`config.mk`:
```
export PLATFORM = sky130hd
export DESIGN_NAME = bae_exec
export DESIGN_NICKNAME = d
export VERILOG_FILES = /design/src/verilog/bae_adder.v /design/src/verilog/bae_exec.v
export VERILOG_INCLUDE_DIRS = /design/src /design/src/include
export SDC_FILE = /design/constraint.sdc
export NUM_CORES = 1
export LEC_CHECK = 0
export ABC_AREA = 1
export BUFFER_PORTS_ARGS = -buffer_cell sky130_fd_sc_hd__buf_2
export CAP_MARGIN = 5
export CORE_ASPECT_RATIO = 0.7
export CORE_MARGIN = 10
export CORE_UTILIZATION = 34
export CTS_CLUSTER_DIAMETER = 30
export DETAILED_ROUTE_END_ITERATION = 10
export GPL_TIMING_DRIVEN = 1
export MAX_ROUTING_LAYER = met4
export SETUP_SLACK_MARGIN = 0.05
export SLEW_MARGIN = 25
export SYNTH_ARGS = -nofsm -noshare
export SYNTH_HDL_FRONTEND = slang
export SYNTH_HIERARCHICAL = 1
export SYNTH_SLANG_ARGS = --single-unit
```
`constraint.sdc`:
```
create_clock -name core_clk -period 3 [get_ports core_clk]
set_input_delay 0.15 -clock core_clk [delete_from_list [all_inputs] [get_ports core_clk]]
set_output_delay 0.15 -clock core_clk [all_outputs]
set_load 0.05 [all_outputs]
```
`src/include/bae_consts.vh`:
```
/*
 * Constants for the byte ALU and branch execution block: opcodes,
 * field positions, flag positions and reset values.
 * Assumes a 14-bit instruction word presented by the decoder.
 */
`ifndef BAE_CONSTS_VH
`define BAE_CONSTS_VH

// Opcode classes on the upper three to six bits of the word
`define BAE_OP_ADD_ACC_TO_FILE   6'h07
`define BAE_OP_AND_ACC_FILE   6'h05
`define BAE_OP_COMPLEMENT_FILE    6'h09
`define BAE_OP_DECREMENT_FILE    6'h03
`define BAE_OP_INCREMENT_FILE    6'h0A
`define BAE_OP_DECREMENT_SKIP_ZERO  6'h0B
`define BAE_OP_INCREMENT_SKIP_ZERO  6'h0F
`define BAE_OP_AND_LITERAL_ACC   6'h39
`define BAE_OP_ADD_LITERAL_TO_ACC_H 5'h1F
`define BAE_OP_BCF     4'h4
`define BAE_OP_BSF     4'h5
`define BAE_OP_JMP     3'h5

// Field positions
`define BAE_DEST_BIT   7
`define BAE_BIT_LSB    7
`define BAE_LATCH_LSB  3

// Status flag positions
`define BAE_FLAG_C     0
`define BAE_FLAG_DC    1
`define BAE_FLAG_Z     2

// Reset values
`define BAE_ACC_RST    8'h00
`define BAE_FLAGS_RST  3'h0
`define BAE_PC_RST     13'h0000

`endif

```
`src/verilog/bae_adder.v`:
```
/*
 * Eight-bit adder with carry and digit carry out.
 * Assumes purely combinational use inside the execution block.
 */
`timescale 1ns/1ps
`default_nettype none
module bae_adder (
    // Operands
    input  wire [7:0] opA,
    input  wire [7:0] opB,
    // Result
    output wire [7:0] sum,
    output wire       carryOut,
    output wire       digitCarry
);
    wire [4:0] lowSum;
    wire [8:0] fullSum;

    assign lowSum     = {1'b0, opA[3:0]} + {1'b0, opB[3:0]};
    assign fullSum    = {1'b0, opA} + {1'b0, opB};
    assign sum        = fullSum[7:0];
    assign carryOut   = fullSum[8];
    assign digitCarry = lowSum[4];
endmodule
`default_nettype wire

```
`src/verilog/bae_exec.v`:
```
/*
 * Execution datapath for the byte ALU subset and absolute jump.
 * Holds the accumulator, status flags and program counter.
 * Assumes the data file answers a read combinationally at fileAddr and
 * takes a write on the clock edge when fileWe is high; the decoder
 * presents one instruction per cycle with instrValid.
 */
// Our own choices: the plain strobed port and the register addresses.
`timescale 1ns/1ps
`default_nettype none
`include "bae_consts.vh"
module bae_exec #(
    parameter PC_W = 13
) (
    // Clock and reset
    input  wire              core_clk,
    input  wire              sys_rst,
    // Decoder side
    input  wire              instrValid,
    input  wire [13:0]       instrWord,
    input  wire [7:0]        pcHighLatch,
    // Data file side
    output wire [6:0]        fileAddr,
    input  wire [7:0]        fileRdata,
    output reg               fileWe_r,
    output reg  [6:0]        fileWaddr_r,
    output reg  [7:0]        fileWdata_r,
    // Core state
    output reg  [7:0]        acc_r,
    output reg               carryFlag_r,
    output reg               digitCarryFlag_r,
    output reg               zeroFlag_r,
    output reg  [PC_W-1:0]   pc_r,
    output reg               slotFlush_r
);
    // ----------------------------------------------------------------
    // Decode
    // ----------------------------------------------------------------
    wire [5:0] op6   = instrWord[13:8];
    wire       dest  = instrWord[`BAE_DEST_BIT];
    wire [2:0] bitIx = instrWord[9:7];
    wire [7:0] lit   = instrWord[7:0];
    wire       live  = instrValid & ~slotFlush_r;

    assign fileAddr = instrWord[6:0];

    wire isAddLit  = instrWord[13:9] == `BAE_OP_ADD_LITERAL_TO_ACC_H;
    wire isAndLit  = op6 == `BAE_OP_AND_LITERAL_ACC;
    wire isAddFile = op6 == `BAE_OP_ADD_ACC_TO_FILE;
    wire isAndFile = op6 == `BAE_OP_AND_ACC_FILE;
    wire isComp    = op6 == `BAE_OP_COMPLEMENT_FILE;
    wire isDec     = op6 == `BAE_OP_DECREMENT_FILE;
    wire isInc     = op6 == `BAE_OP_INCREMENT_FILE;
    wire isDecSkip = op6 == `BAE_OP_DECREMENT_SKIP_ZERO;
    wire isIncSkip = op6 == `BAE_OP_INCREMENT_SKIP_ZERO;
    wire isBitClr  = instrWord[13:10] == `BAE_OP_BCF;
    wire isBitSet  = instrWord[13:10] == `BAE_OP_BSF;
    wire isJump    = instrWord[13:11] == `BAE_OP_JMP;

    // ----------------------------------------------------------------
    // Arithmetic
    // ----------------------------------------------------------------
    wire [7:0] addB = isAddLit ? lit : fileRdata;
    wire [7:0] addSum;
    wire       addC;
    wire       addDc;

    bae_adder uAdder (
        .opA        (acc_r),
        .opB        (addB),
        .sum        (addSum),
        .carryOut   (addC),
        .digitCarry (addDc)
    );

    wire [7:0] bitMask = 8'h01 << bitIx;

    // ----------------------------------------------------------------
    // Result select
    // ----------------------------------------------------------------
    reg [7:0] result;
    reg       toFile;
    reg       toAcc;
    reg       setZ;
    reg       setCdc;
    reg       skipReq;
    always @* begin
        result  = 8'h00;
        toFile  = 1'b0;
        toAcc   = 1'b0;
        setZ    = 1'b0;
        setCdc  = 1'b0;
        skipReq = 1'b0;
        if (isAddLit) begin
            result = addSum;
            toAcc  = 1'b1;
            setZ   = 1'b1;
            setCdc = 1'b1;
        end else if (isAndLit) begin
            result = acc_r & lit;
            toAcc  = 1'b1;
            setZ   = 1'b1;
        end else if (isAddFile) begin
            result = addSum;
            setZ   = 1'b1;
            setCdc = 1'b1;
            toAcc  = ~dest;
            toFile = dest;
        end else if (isAndFile) begin
            result = acc_r & fileRdata;
            setZ   = 1'b1;
            toAcc  = ~dest;
            toFile = dest;
        end else if (isComp) begin
            result = ~fileRdata;
            setZ   = 1'b1;
            toAcc  = ~dest;
            toFile = dest;
        end else if (isInc || isDec) begin
            result = isInc ? fileRdata + 8'h01 : fileRdata - 8'h01;
            setZ   = 1'b1;
            toAcc  = ~dest;
            toFile = dest;
        end else if (isIncSkip || isDecSkip) begin
            result  = isIncSkip ? fileRdata + 8'h01 : fileRdata - 8'h01;
            toAcc   = ~dest;
            toFile  = dest;
            skipReq = result == 8'h00;
        end else if (isBitClr) begin
            result = fileRdata & ~bitMask;
            toFile = 1'b1;
        end else if (isBitSet) begin
            result = fileRdata | bitMask;
            toFile = 1'b1;
        end
    end

    // ----------------------------------------------------------------
    // State update
    // ----------------------------------------------------------------
    always @(posedge core_clk) begin
        if (sys_rst) begin
            acc_r            <= `BAE_ACC_RST;
            carryFlag_r      <= 1'b0;
            digitCarryFlag_r <= 1'b0;
            zeroFlag_r       <= 1'b0;
            pc_r             <= `BAE_PC_RST;
            slotFlush_r      <= 1'b0;
            fileWe_r         <= 1'b0;
            fileWaddr_r      <= 7'h00;
            fileWdata_r      <= 8'h00;
        end else begin
            fileWe_r    <= 1'b0;
            slotFlush_r <= 1'b0;
            if (live) begin
                if (isJump) begin
                    pc_r <= {pcHighLatch[`BAE_LATCH_LSB+1:`BAE_LATCH_LSB],
                             instrWord[10:0]};
                    slotFlush_r <= 1'b1;
                end else begin
                    pc_r        <= pc_r + {{(PC_W-1){1'b0}}, 1'b1};
                    slotFlush_r <= skipReq;
                end
                if (toAcc)
                    acc_r <= result;
                if (toFile) begin
                    fileWe_r    <= 1'b1;
                    fileWaddr_r <= fileAddr;
                    fileWdata_r <= result;
                end
                if (setZ)
                    zeroFlag_r <= result == 8'h00;
                if (setCdc) begin
                    carryFlag_r      <= addC;
                    digitCarryFlag_r <= addDc;
                end
            end else if (instrValid) begin
                pc_r <= pc_r + {{(PC_W-1){1'b0}}, 1'b1};
            end
        end
    end
endmodule
`default_nettype wire
```
# Yosys cells after proc, flatten, opt, wreduce, memory -nomap -nowiden
# Cells that the tools add are included.
[totals] regBits=41 elab_cells=96
[classes] add_sub_neg=5 n_eq_ne=12 n_shift=1 n_mux=49 bitwise=10 n_reduce_logical=10
[ops] cell="2-to-1 mux 8 bit" count=12
[ops] cell="2-to-1 mux 13 bit" count=3
[ops] cell="2-to-1 mux 1 bit" count=34
[ops] cell="AND 8 bit" count=3
[ops] cell="equality test 6 x 4 -> 1 bit (second input constant)" count=4
[ops] cell="logical NOT 8 bit" count=2
[ops] cell="inverter 8 bit" count=2
[ops] cell="adder 13 x 1 -> 13 bit (second input constant)" count=1
[ops] cell="equality test 6 x 3 -> 1 bit (second input constant)" count=2
[ops] cell="adder 8 x 8 -> 9 bit" count=1
[ops] cell="adder 8 x 1 -> 8 bit (second input constant)" count=1
[ops] cell="equality test 4 x 3 -> 1 bit (second input constant)" count=2
[ops] cell="OR 8 bit" count=1
[ops] cell="AND reduction 2 bit" count=4
[ops] cell="<< shifter 1 x 3 -> 8 bit (first input constant)" count=1
[ops] cell="subtractor 8 x 1 -> 8 bit (second input constant)" count=1
[ops] cell="equality test 6 x 2 -> 1 bit (second input constant)" count=1
[ops] cell="equality test 6 bit (second input constant)" count=1
[ops] cell="adder 4 x 4 -> 5 bit" count=1
[ops] cell="equality test 5 bit (second input constant)" count=1
[ops] cell="equality test 3 bit (second input constant)" count=1
[ops] cell="inverter 1 bit" count=3
[ops] cell="logical OR 1 bit" count=2
[ops] cell="nonzero test 2 bit" count=1
[ops] cell="2 further kinds" count=2

# Longest topological paths before layout
# Gate-level depths: netlist of run 1.
[depth] ltp_word=12 ltp_mapped=22 depth_no_buf=21

# Cells and area by module
# Netlist of run 1, hierarchy kept.
[by_module_without_submodules] mod="bae_exec" instances=1 cells_each=581 area_per_inst_um2=3404.5 seq_area_each_um2=820.8
[by_module_without_submodules] mod="bae_adder" instances=1 cells_each=65 area_per_inst_um2=369.1 seq_area_each_um2=0.0

# Least setup slack after synthesis of run 1
# OpenSTA, ideal clock, no wires.
[synth_path] path_type="input to register" startpoint="input instrWord[12]" endpoint="register zeroFlag_r" setup_ns=0.132 t_arrival_ns=2.451 t_required_ns=2.868 path_slack_ns=0.416 stages=20 path_buffers=1 cell_sequence="nand2_1 > nor3_2 > clkbuf_1 > nand2_1 > o21ai_0 > ha_1 > inv_1 > fa_1 > inv_1 > nand2_1 > nand2_1 > and2_4 > xor2_1 > nor2_1 > nor2_1 > nand2_1 > nand3_1 > nor2_1 > nand4_1 > a21oi_1"
[synth_via] elab_cells_between_ends=34 classes_between="add/sub (1); eq/ne (11); mux (18); reduce/logical (4)"
[synth_rtl] element="start, declared" line="bae_exec.v:20" rtl="input wire [13:0] instrWord,"
[synth_rtl] element="equality test 5 bit (no line) (*)"
[synth_rtl] element="2-to-1 mux 8 bit (*)" line="bae_exec.v:63" rtl="wire [7:0] addB = isAddLit ? lit : fileRdata;"
[synth_rtl] element="net addB[0]" line="bae_exec.v:63"
[synth_rtl] element="adder 8 x 8 -> 9 bit (*)" line="bae_adder.v:20" rtl="assign fullSum = {1'b0, opA} + {1'b0, opB};"
[synth_rtl] element="net addSum[4]" line="bae_exec.v:64" rtl="wire [7:0] addSum;"
[synth_rtl] element="2-to-1 mux 8 bit" line="bae_exec.v:103" rtl="end else if (isAddFile) begin"
[synth_rtl] element="2-to-1 mux 8 bit" line="bae_exec.v:99" rtl="end else if (isAndLit) begin"
[synth_rtl] element="2-to-1 mux 8 bit (*)" line="bae_exec.v:94" rtl="if (isAddLit) begin"
[synth_rtl] element="logical NOT 8 bit (*)" line="bae_exec.v:172" rtl="zeroFlag_r <= result == 8'h00;"
[synth_rtl] element="end signal, assigned" line="bae_exec.v:146" rtl="zeroFlag_r <= 1'b0;"
[synth_rtl] element="end signal, assigned" line="bae_exec.v:172"
[synth_rtl] element="end, declared" line="bae_exec.v:32" rtl="output reg zeroFlag_r,"
# Mark *: on every way through the listed nets, which the timed path passes. The rest lies on a longest branch.
# A chain may end at the register's enable or synchronous reset.

# Final worst setup path of run 1
[layout_path] startpoint="input instrWord[10]" endpoint="register zeroFlag_r"
# The elaborated chain is that of the path after synthesis.

==> results.md, run 1 <==
- Outcome: finished clean
- Average wire per standard cell: 15.8 um
- Pre-antenna DRT Iters: 5
- Worst Tran Pin Value: 0.724 ns
- Pre-CTS setup slack: 0.105 ns
- Synthesized instance count: 646
- Final Max Slew Viols: 0
- YS warnings: 6
- Crit path DAT: 2.87 ns
- Initial Util: 0.345
- Worst Hold Depth: 3
- R2R cell count: 16
- Post-Syn Area: 3770 um^2
- Critical Path Max Stage Delay: 0.41 ns
- Maximum operating frequency: 378 MHz
- Clk_lat worst skew: 0.29 ns
- Die ar.: 15800 um^2
- Critical path cell sequence: buf_2, nand2_1, nor3_2, nand2_1, o21ai_0, ha_1, inv_1, fa_1, inv_1, nand2_1, nand2_1, nand3_1, nand3_1, nand2_1, nor2_1, nor2_1, nand2_1, nand3_1, nor2_1, nand4_1, a21oi_1
- Reg clk slew, reported paths: 0.06 ns
- Antenna violations before repair: 0
- Vias in the first global route: 4094
- Top cell family by delay on the critical path: simple AND/OR/NAND/NOR gates
- R2r setup slk: 0.57 ns
- H-tree levels: 2
- Hpwl dp: 10900 um
- Post-Syn Area per Cell: 5.84 um^2
- Max-cap violations: 0
- Die height: 108 um
- Worst setup margin: 0.353 ns
- Total gr overflow: 0
- Rows: 32
- Residual DRC: 0
- PwrDens: 383 nW/um^2
- Post-DP Area: 4240 um^2
- Mapped Nets: 691
- Sequential fraction of the synthesis area: 0.218
- Hold EP: fileWaddr_r[6]
- Worst-path maximum fanout: 7
- Share of cells above drive strength 1: 0.172
- R2R Path End: zeroFlag_r
- Hold crit path type: in -> reg
- Post-route cell area: 4410 um^2
- Post-synthesis cell type count: 48
- RSZ-0062 raised after global routing: false
- CP endpoint kind: flop
- Hold-fix buffers, CTS: 0
- Required time worst endpoint: 3.22 ns
- Die Wd: 146 um
- Seq cells post-synth: 41
- Routed WL: 13600 um
- Diodes inserted: 0
- Post-CTS resize count: 0
- GP Congestion: 0.925
- CTS tree: yes
- Final period util: 0.882
- Largest net degree at the start of global routing: 25
- Via count: 4501
- Total CTS buffers: 5
- R2R Path Start: acc_r[0]
- CTS max path bufs: 2
- Startpoint types: primary input
- Core area: 10900 um^2
- TritonCTS Sinks: 41
- Total negative slack: 0 ns
- Crit path max-delay cell type: fa_1
- Hold_ws: 0.190 ns
- Skew final: 0.00347 ns
- Relative max-transition margin: 0.515
- Routed Antenna Nets: 0
- Leakage: 2.24 nW
- Critical path class: in -> reg
- # IOs: 81
- Gr usage total: 0.172
- Clock root cell: clkbuf_16
- Synth area leader: dfxtp_1
- Vias per cell: 5.21
- Min-delay src: instrWord[6]
- VDD IR max: 0.000268 V
- # setup viols final: 0
- Synth area leaders: dfxtp_1, nand2_1, nand3_1
- Nets: 755
- Min Tclk post-route: 2.65 ns
- Yosys top cell area share: 0.218
- Setup bufs post-CTS: 0
- Crit path buf inv count: 3
- Detailed Route Iter0 Violations: 406
- Final hold vios: 0
- Port bufs: 74
- Most used cell, CP: nand2_1
- First-pass GRT wire length: 21600 um
- P&R area growth vs syn: 16.9%
registers in the layout, summed over array words and instances, names as in the netlist:
| signal | cells |
|---|---|
| acc_r | 8 |
| carryFlag_r | 1 |
| digitCarryFlag_r | 1 |
| fileWaddr_r | 7 |
| fileWdata_r | 8 |
| fileWe_r | 1 |
| pc_r | 13 |
| slotFlush_r | 1 |
| zeroFlag_r | 1 |
placed cells by master, fill, tap and decap left out, types with 2 or more instances in the layout:
cell type	netlist	layout
nor3_1	5	5
a311oi_1	2	2
o21ai_0	41	41
ha_1	11	11
nand2_1	181	181
a21oi_1	27	27
dfxtp_1	41	41
o211ai_1	7	7
clkinv_1	2	2
xnor2_1	3	3
nand2_2	2	2
nand3_2	2	2
nand4_1	17	17
buf_2	7	74
a31oi_1	2	2
nor2_1	90	90
nor2_4	4	4
xor2_1	5	5
buf_4	7	7
nand2_4	3	3
clkbuf_16	0	5
inv_2	7	7
o21ai_1	9	9
inv_1	61	61
nor3_2	2	2
nand3_1	71	71
or2_1	2	2
nor2_2	6	6
final cells by class:
type,count,area [um^2]
Timing Repair Buffer,81,423
Inverter,72,274
Sequential cell,41,821
Tap cell,153,191
Multi-Input combinational cell,509,2530
Fill cell,1195,6520
Clock buffer,7,143
Clock inverter,1,30.0
worst max path at each step:
stage / slack [ns] / to / cells after the start / from
global route: 0.08 / zeroFlag_r / 21 / instrWord[10]
CTS: 0.40 / zeroFlag_r / 19 / instrWord[10]
finish: 0.35 / zeroFlag_r / 21 / instrWord[10]
global placement: 0.15 / zeroFlag_r / 18 / instrWord[13]
floorplan: 0.42 / zeroFlag_r / 20 / instrWord[12]
detailed placement: 0.11 / zeroFlag_r / 19 / instrWord[13]
synthesized netlist by cell type, drive strengths merged:
cell and n:
a211oi 1, a21oi 27, a221oi 1, a311oi 2
a31oi 2, and2 1, and3 1, buf 17
clkbuf 7, clkinv 3, dfxtp 41, fa 1
ha 11, inv 69, nand2 186, nand3 73
nand3b 2, nand4 18, nor2 101, nor3 7
nor4 1, o211ai 7, o21a 1, o21ai 51
o21bai 1, o311ai 1, o31ai 1, or2 4
xnor2 3, xor2 5
worst reg2reg max path, stage by stage (launching register included):
cell and delay, ns:
dfxtp_1 0.44, ha_1 0.21, inv_1 0.05, fa_1 0.41, inv_1 0.07, nand2_1 0.05, nand2_1 0.10, nand3_1 0.11
nand3_1 0.08, nand2_1 0.07, nor2_1 0.10, nor2_1 0.05, nand2_1 0.06, nand3_1 0.12, nor2_1 0.20, nand4_1 0.11
a21oi_1 0.13
layer usage:
metal | track usage | share of wire | up-vias
met4 | 0.0338 | 0.011 | 0
met1 | 0.247 | 0.51 | 2062
met2 | 0.247 | 0.41 | 189
met5 | - | 0 | -
li1 | - | - | 2236
met3 | 0.0284 | 0.071 | 14
per-stage QoR:
stage               total power, mW   util  instances
floorplan                     0.927      -        646
global placement               1.05  0.388        856
detailed placement             1.06  0.388        856
CTS                            1.70  0.404        864
global route                   1.77  0.404        864
finish                         1.69  0.404        864
cells by family after synthesis:
family,after synthesis,share of synthesized area
xor+xnor,8,0.0186
compound gates,95,0.139
buf+inv,96,0.112
fa+ha+maj,12,0.0418
simple gates,394,0.471
flops,41,0.218
where the power goes:
group / switching [mW] / leakage, nW / internal [mW]
Clock: 0.225 / 0.0841 / 0.416
Combinational: 0.340 / 1.82 / 0.121
Sequential: 0.0210 / 0.333 / 0.569
Total: 0.586 / 2.24 / 1.11
(Power assumes the default switching activity.)
==> run 2, diff against run 1 <==
BUFFER_PORTS_ARGS = default   (was -buffer_cell sky130_fd_sc_hd__buf_2)
DONT_BUFFER_PORTS = 1   (was default)
==> run 2 against run 1 <==
Net effect: highest routed layer unchanged; cell count fell by 7.1%; clock-buffer cell count fell by 2; critical endpoint unchanged; setup slack improved by 0.15 ns; critical path type unchanged.
==> results.md, run 2 (synthesis results as in run 1) <==
- Outcome: finished clean
- Hpwl dp: 10700 um (-1.8%)
- Top cell family by delay on the critical path: simple AND/OR/NAND/NOR gates
- Detailed Route Iter0 Violations: 492 (+21%)
- Final Max Slew Viols: 0 (unchanged)
- Critical Path Max Stage Delay: 0.41 ns (about the same)
- Worst Tran Pin Value: 0.756 ns (+0.0314 ns)
- Gr usage total: 0.173 (+0.000412)
- Clk_lat worst skew: 0.28 ns (about the same)
- Final period util: 0.833 (-0.0491)
- Most used cell, CP: nand2_1
- Core area: 10900 um^2 (unchanged)
- Maximum operating frequency: 400 MHz (+5.9%)
- Via count: 4305 (-4.4%)
- Average wire per standard cell: 16.9 um (+7.5%)
- Largest net degree at the start of global routing: 20 (-20%)
- Min Tclk post-route: 2.50 ns (-0.147 ns)
- Crit path DAT: 2.71 ns (-0.16 ns)
- CTS max path bufs: 2 (unchanged)
- TritonCTS Sinks: 41 (unchanged)
- PwrDens: 399 nW/um^2 (+4.0%)
- Diodes inserted: 0 (unchanged)
- Commonest non-fill, non-tap cell in the layout: nand2_1
- Startpoint types: primary input
- Relative max-transition margin: 0.494 (-0.0211)
- Post-route cell area: 4170 um^2 (-5.6%)
- Rows: 32 (unchanged)
- First-pass GRT wire length: 21500 um (-0.77%)
- Die Wd: 146 um (unchanged)
- Biggest register: pc_r
- Post-DP Area: 3950 um^2 (-7.0%)
- Port bufs: 0 (-100%)
- Setup bufs post-CTS: 0 (unchanged)
- Die ar.: 15800 um^2 (unchanged)
- Routed Antenna Nets: 0 (unchanged)
- Die height: 108 um (unchanged)
- Largest registers: pc_r: 13 flops, acc_r: 8 flops, fileWdata_r: 8 flops
- GP Congestion: 0.929 (+0.39%)
- RSZ-0062 raised after global routing: false
- # IOs: 81 (unchanged)
- Worst-path maximum fanout: 6 (-1)
- Pre-antenna DRT Iters: 5 (unchanged)
- Commonest non-fill, non-tap cells in the layout: nand2_1, nor2_1, nand3_1
- Reg clk slew, reported paths: 0.06 ns (about the same)
- Max-cap violations: 0 (unchanged)
- Number of flip-flops in the largest register: 13 (unchanged)
- Total negative slack: 0 ns (unchanged)
- Clock root cell: clkbuf_16
- Share of cells above drive strength 1: 0.0908 (-0.0808)
- Initial Util: 0.345 (unchanged)
- Vias per cell: 5.36 (+2.9%)
- VDD IR max: 0.000228 V (-15%)
- Hold crit path type: in -> reg
- Final hold vios: 0 (unchanged)
- Total gr overflow: 0 (unchanged)
- Critical path cell sequence: nand2_1, nor3_2, nand2_1, o21ai_0, ha_1, inv_1, fa_1, inv_1, nand2_1, nand2_1, nand3_1, nand3_1, nand2_1, nor2_1, nor2_1, nand2_1, nand3_1, nor2_1, nand4_1, a21oi_1
- Critical path class: in -> reg
- Nets: 694 (-8.1%)
- H-tree levels: 2 (unchanged)
- Skew final: 0.00458 ns (+0.00110 ns)
- Crit path buf inv count: 2 (-1)
- P&R area growth vs syn: 10.4%
- Routed WL: 13600 um (about the same)
- Power after layout: 1.66 mW (-1.8%)
- # setup viols final: 0 (unchanged)
- Crit path max-delay cell type: fa_1
- Vias in the first global route: 3895 (-4.9%)
- Antenna violations before repair: 0 (unchanged)
- CTS tree: yes
- CP endpoint kind: flop
- Leakage: 1.96 nW (-12%)
- Total CTS buffers: 5 (unchanged)
- Residual DRC: 0 (unchanged)
- Required time worst endpoint: 3.21 ns (about the same)
-- run 2: routing by layer --
layer	part of all wire	track usage	vias up
li1	-	-	2113
met1	0.47	0.238	1965
met2	0.41	0.244	212
met3	0.11	0.0484	15
met4	0.013	0.0367	0
met5	0	-	-
-- run 2: report_power, final --
part	total [mW]	internal (mW)	switching (mW)
Clock	0.691	0.475	0.216
Sequential	0.647	0.569	0.0783
Combinational	0.323	0.101	0.222
Total	1.66	1.14	0.517
-- run 2: path summary, 6_finish.rpt --
| path | cells after the start | slack (ns) | endpoint | from |
|---|---|---|---|---|
| setup / recovery | 20 | 0.50 | zeroFlag_r | instrWord[12] |
| hold / removal | 2 | 0.007 | fileWaddr_r[1] | instrWord[1] |
| setup reg to reg | 16 | 0.63 | zeroFlag_r | acc_r[0] |
| hold reg to reg | 3 | 0.70 | pc_r[3] | pc_r[3] |
-- run 2: stage by stage --
stage                     hold WS, ns   util  cells  setup WS, ns
after detailed placement        0.225  0.361    792         0.291
after floorplan                 0.285      -    646         0.416
after CTS                    0.000337  0.381    803         0.570
after global routing          0.00389  0.381    803         0.218
final                         0.00701  0.381    803         0.500
after global placement          0.222  0.361    792         0.331
-- run 2: layout make-up --
cell class | instances | area [um^2]
Multi-Input combinational cell | 509 | 2530
Clock inverter | 3 | 65.1
Timing Repair Buffer | 20 | 158
Clock buffer | 5 | 125
Sequential cell | 41 | 821
Tap cell | 153 | 191
Fill cell | 1177 | 6770
Inverter | 72 | 274
-- run 2: what timing repair did --
action | CTS | global route
hold endpoints to repair | 17 | 0
hold buffers | 3 | 0
resized for setup | 0 | 0
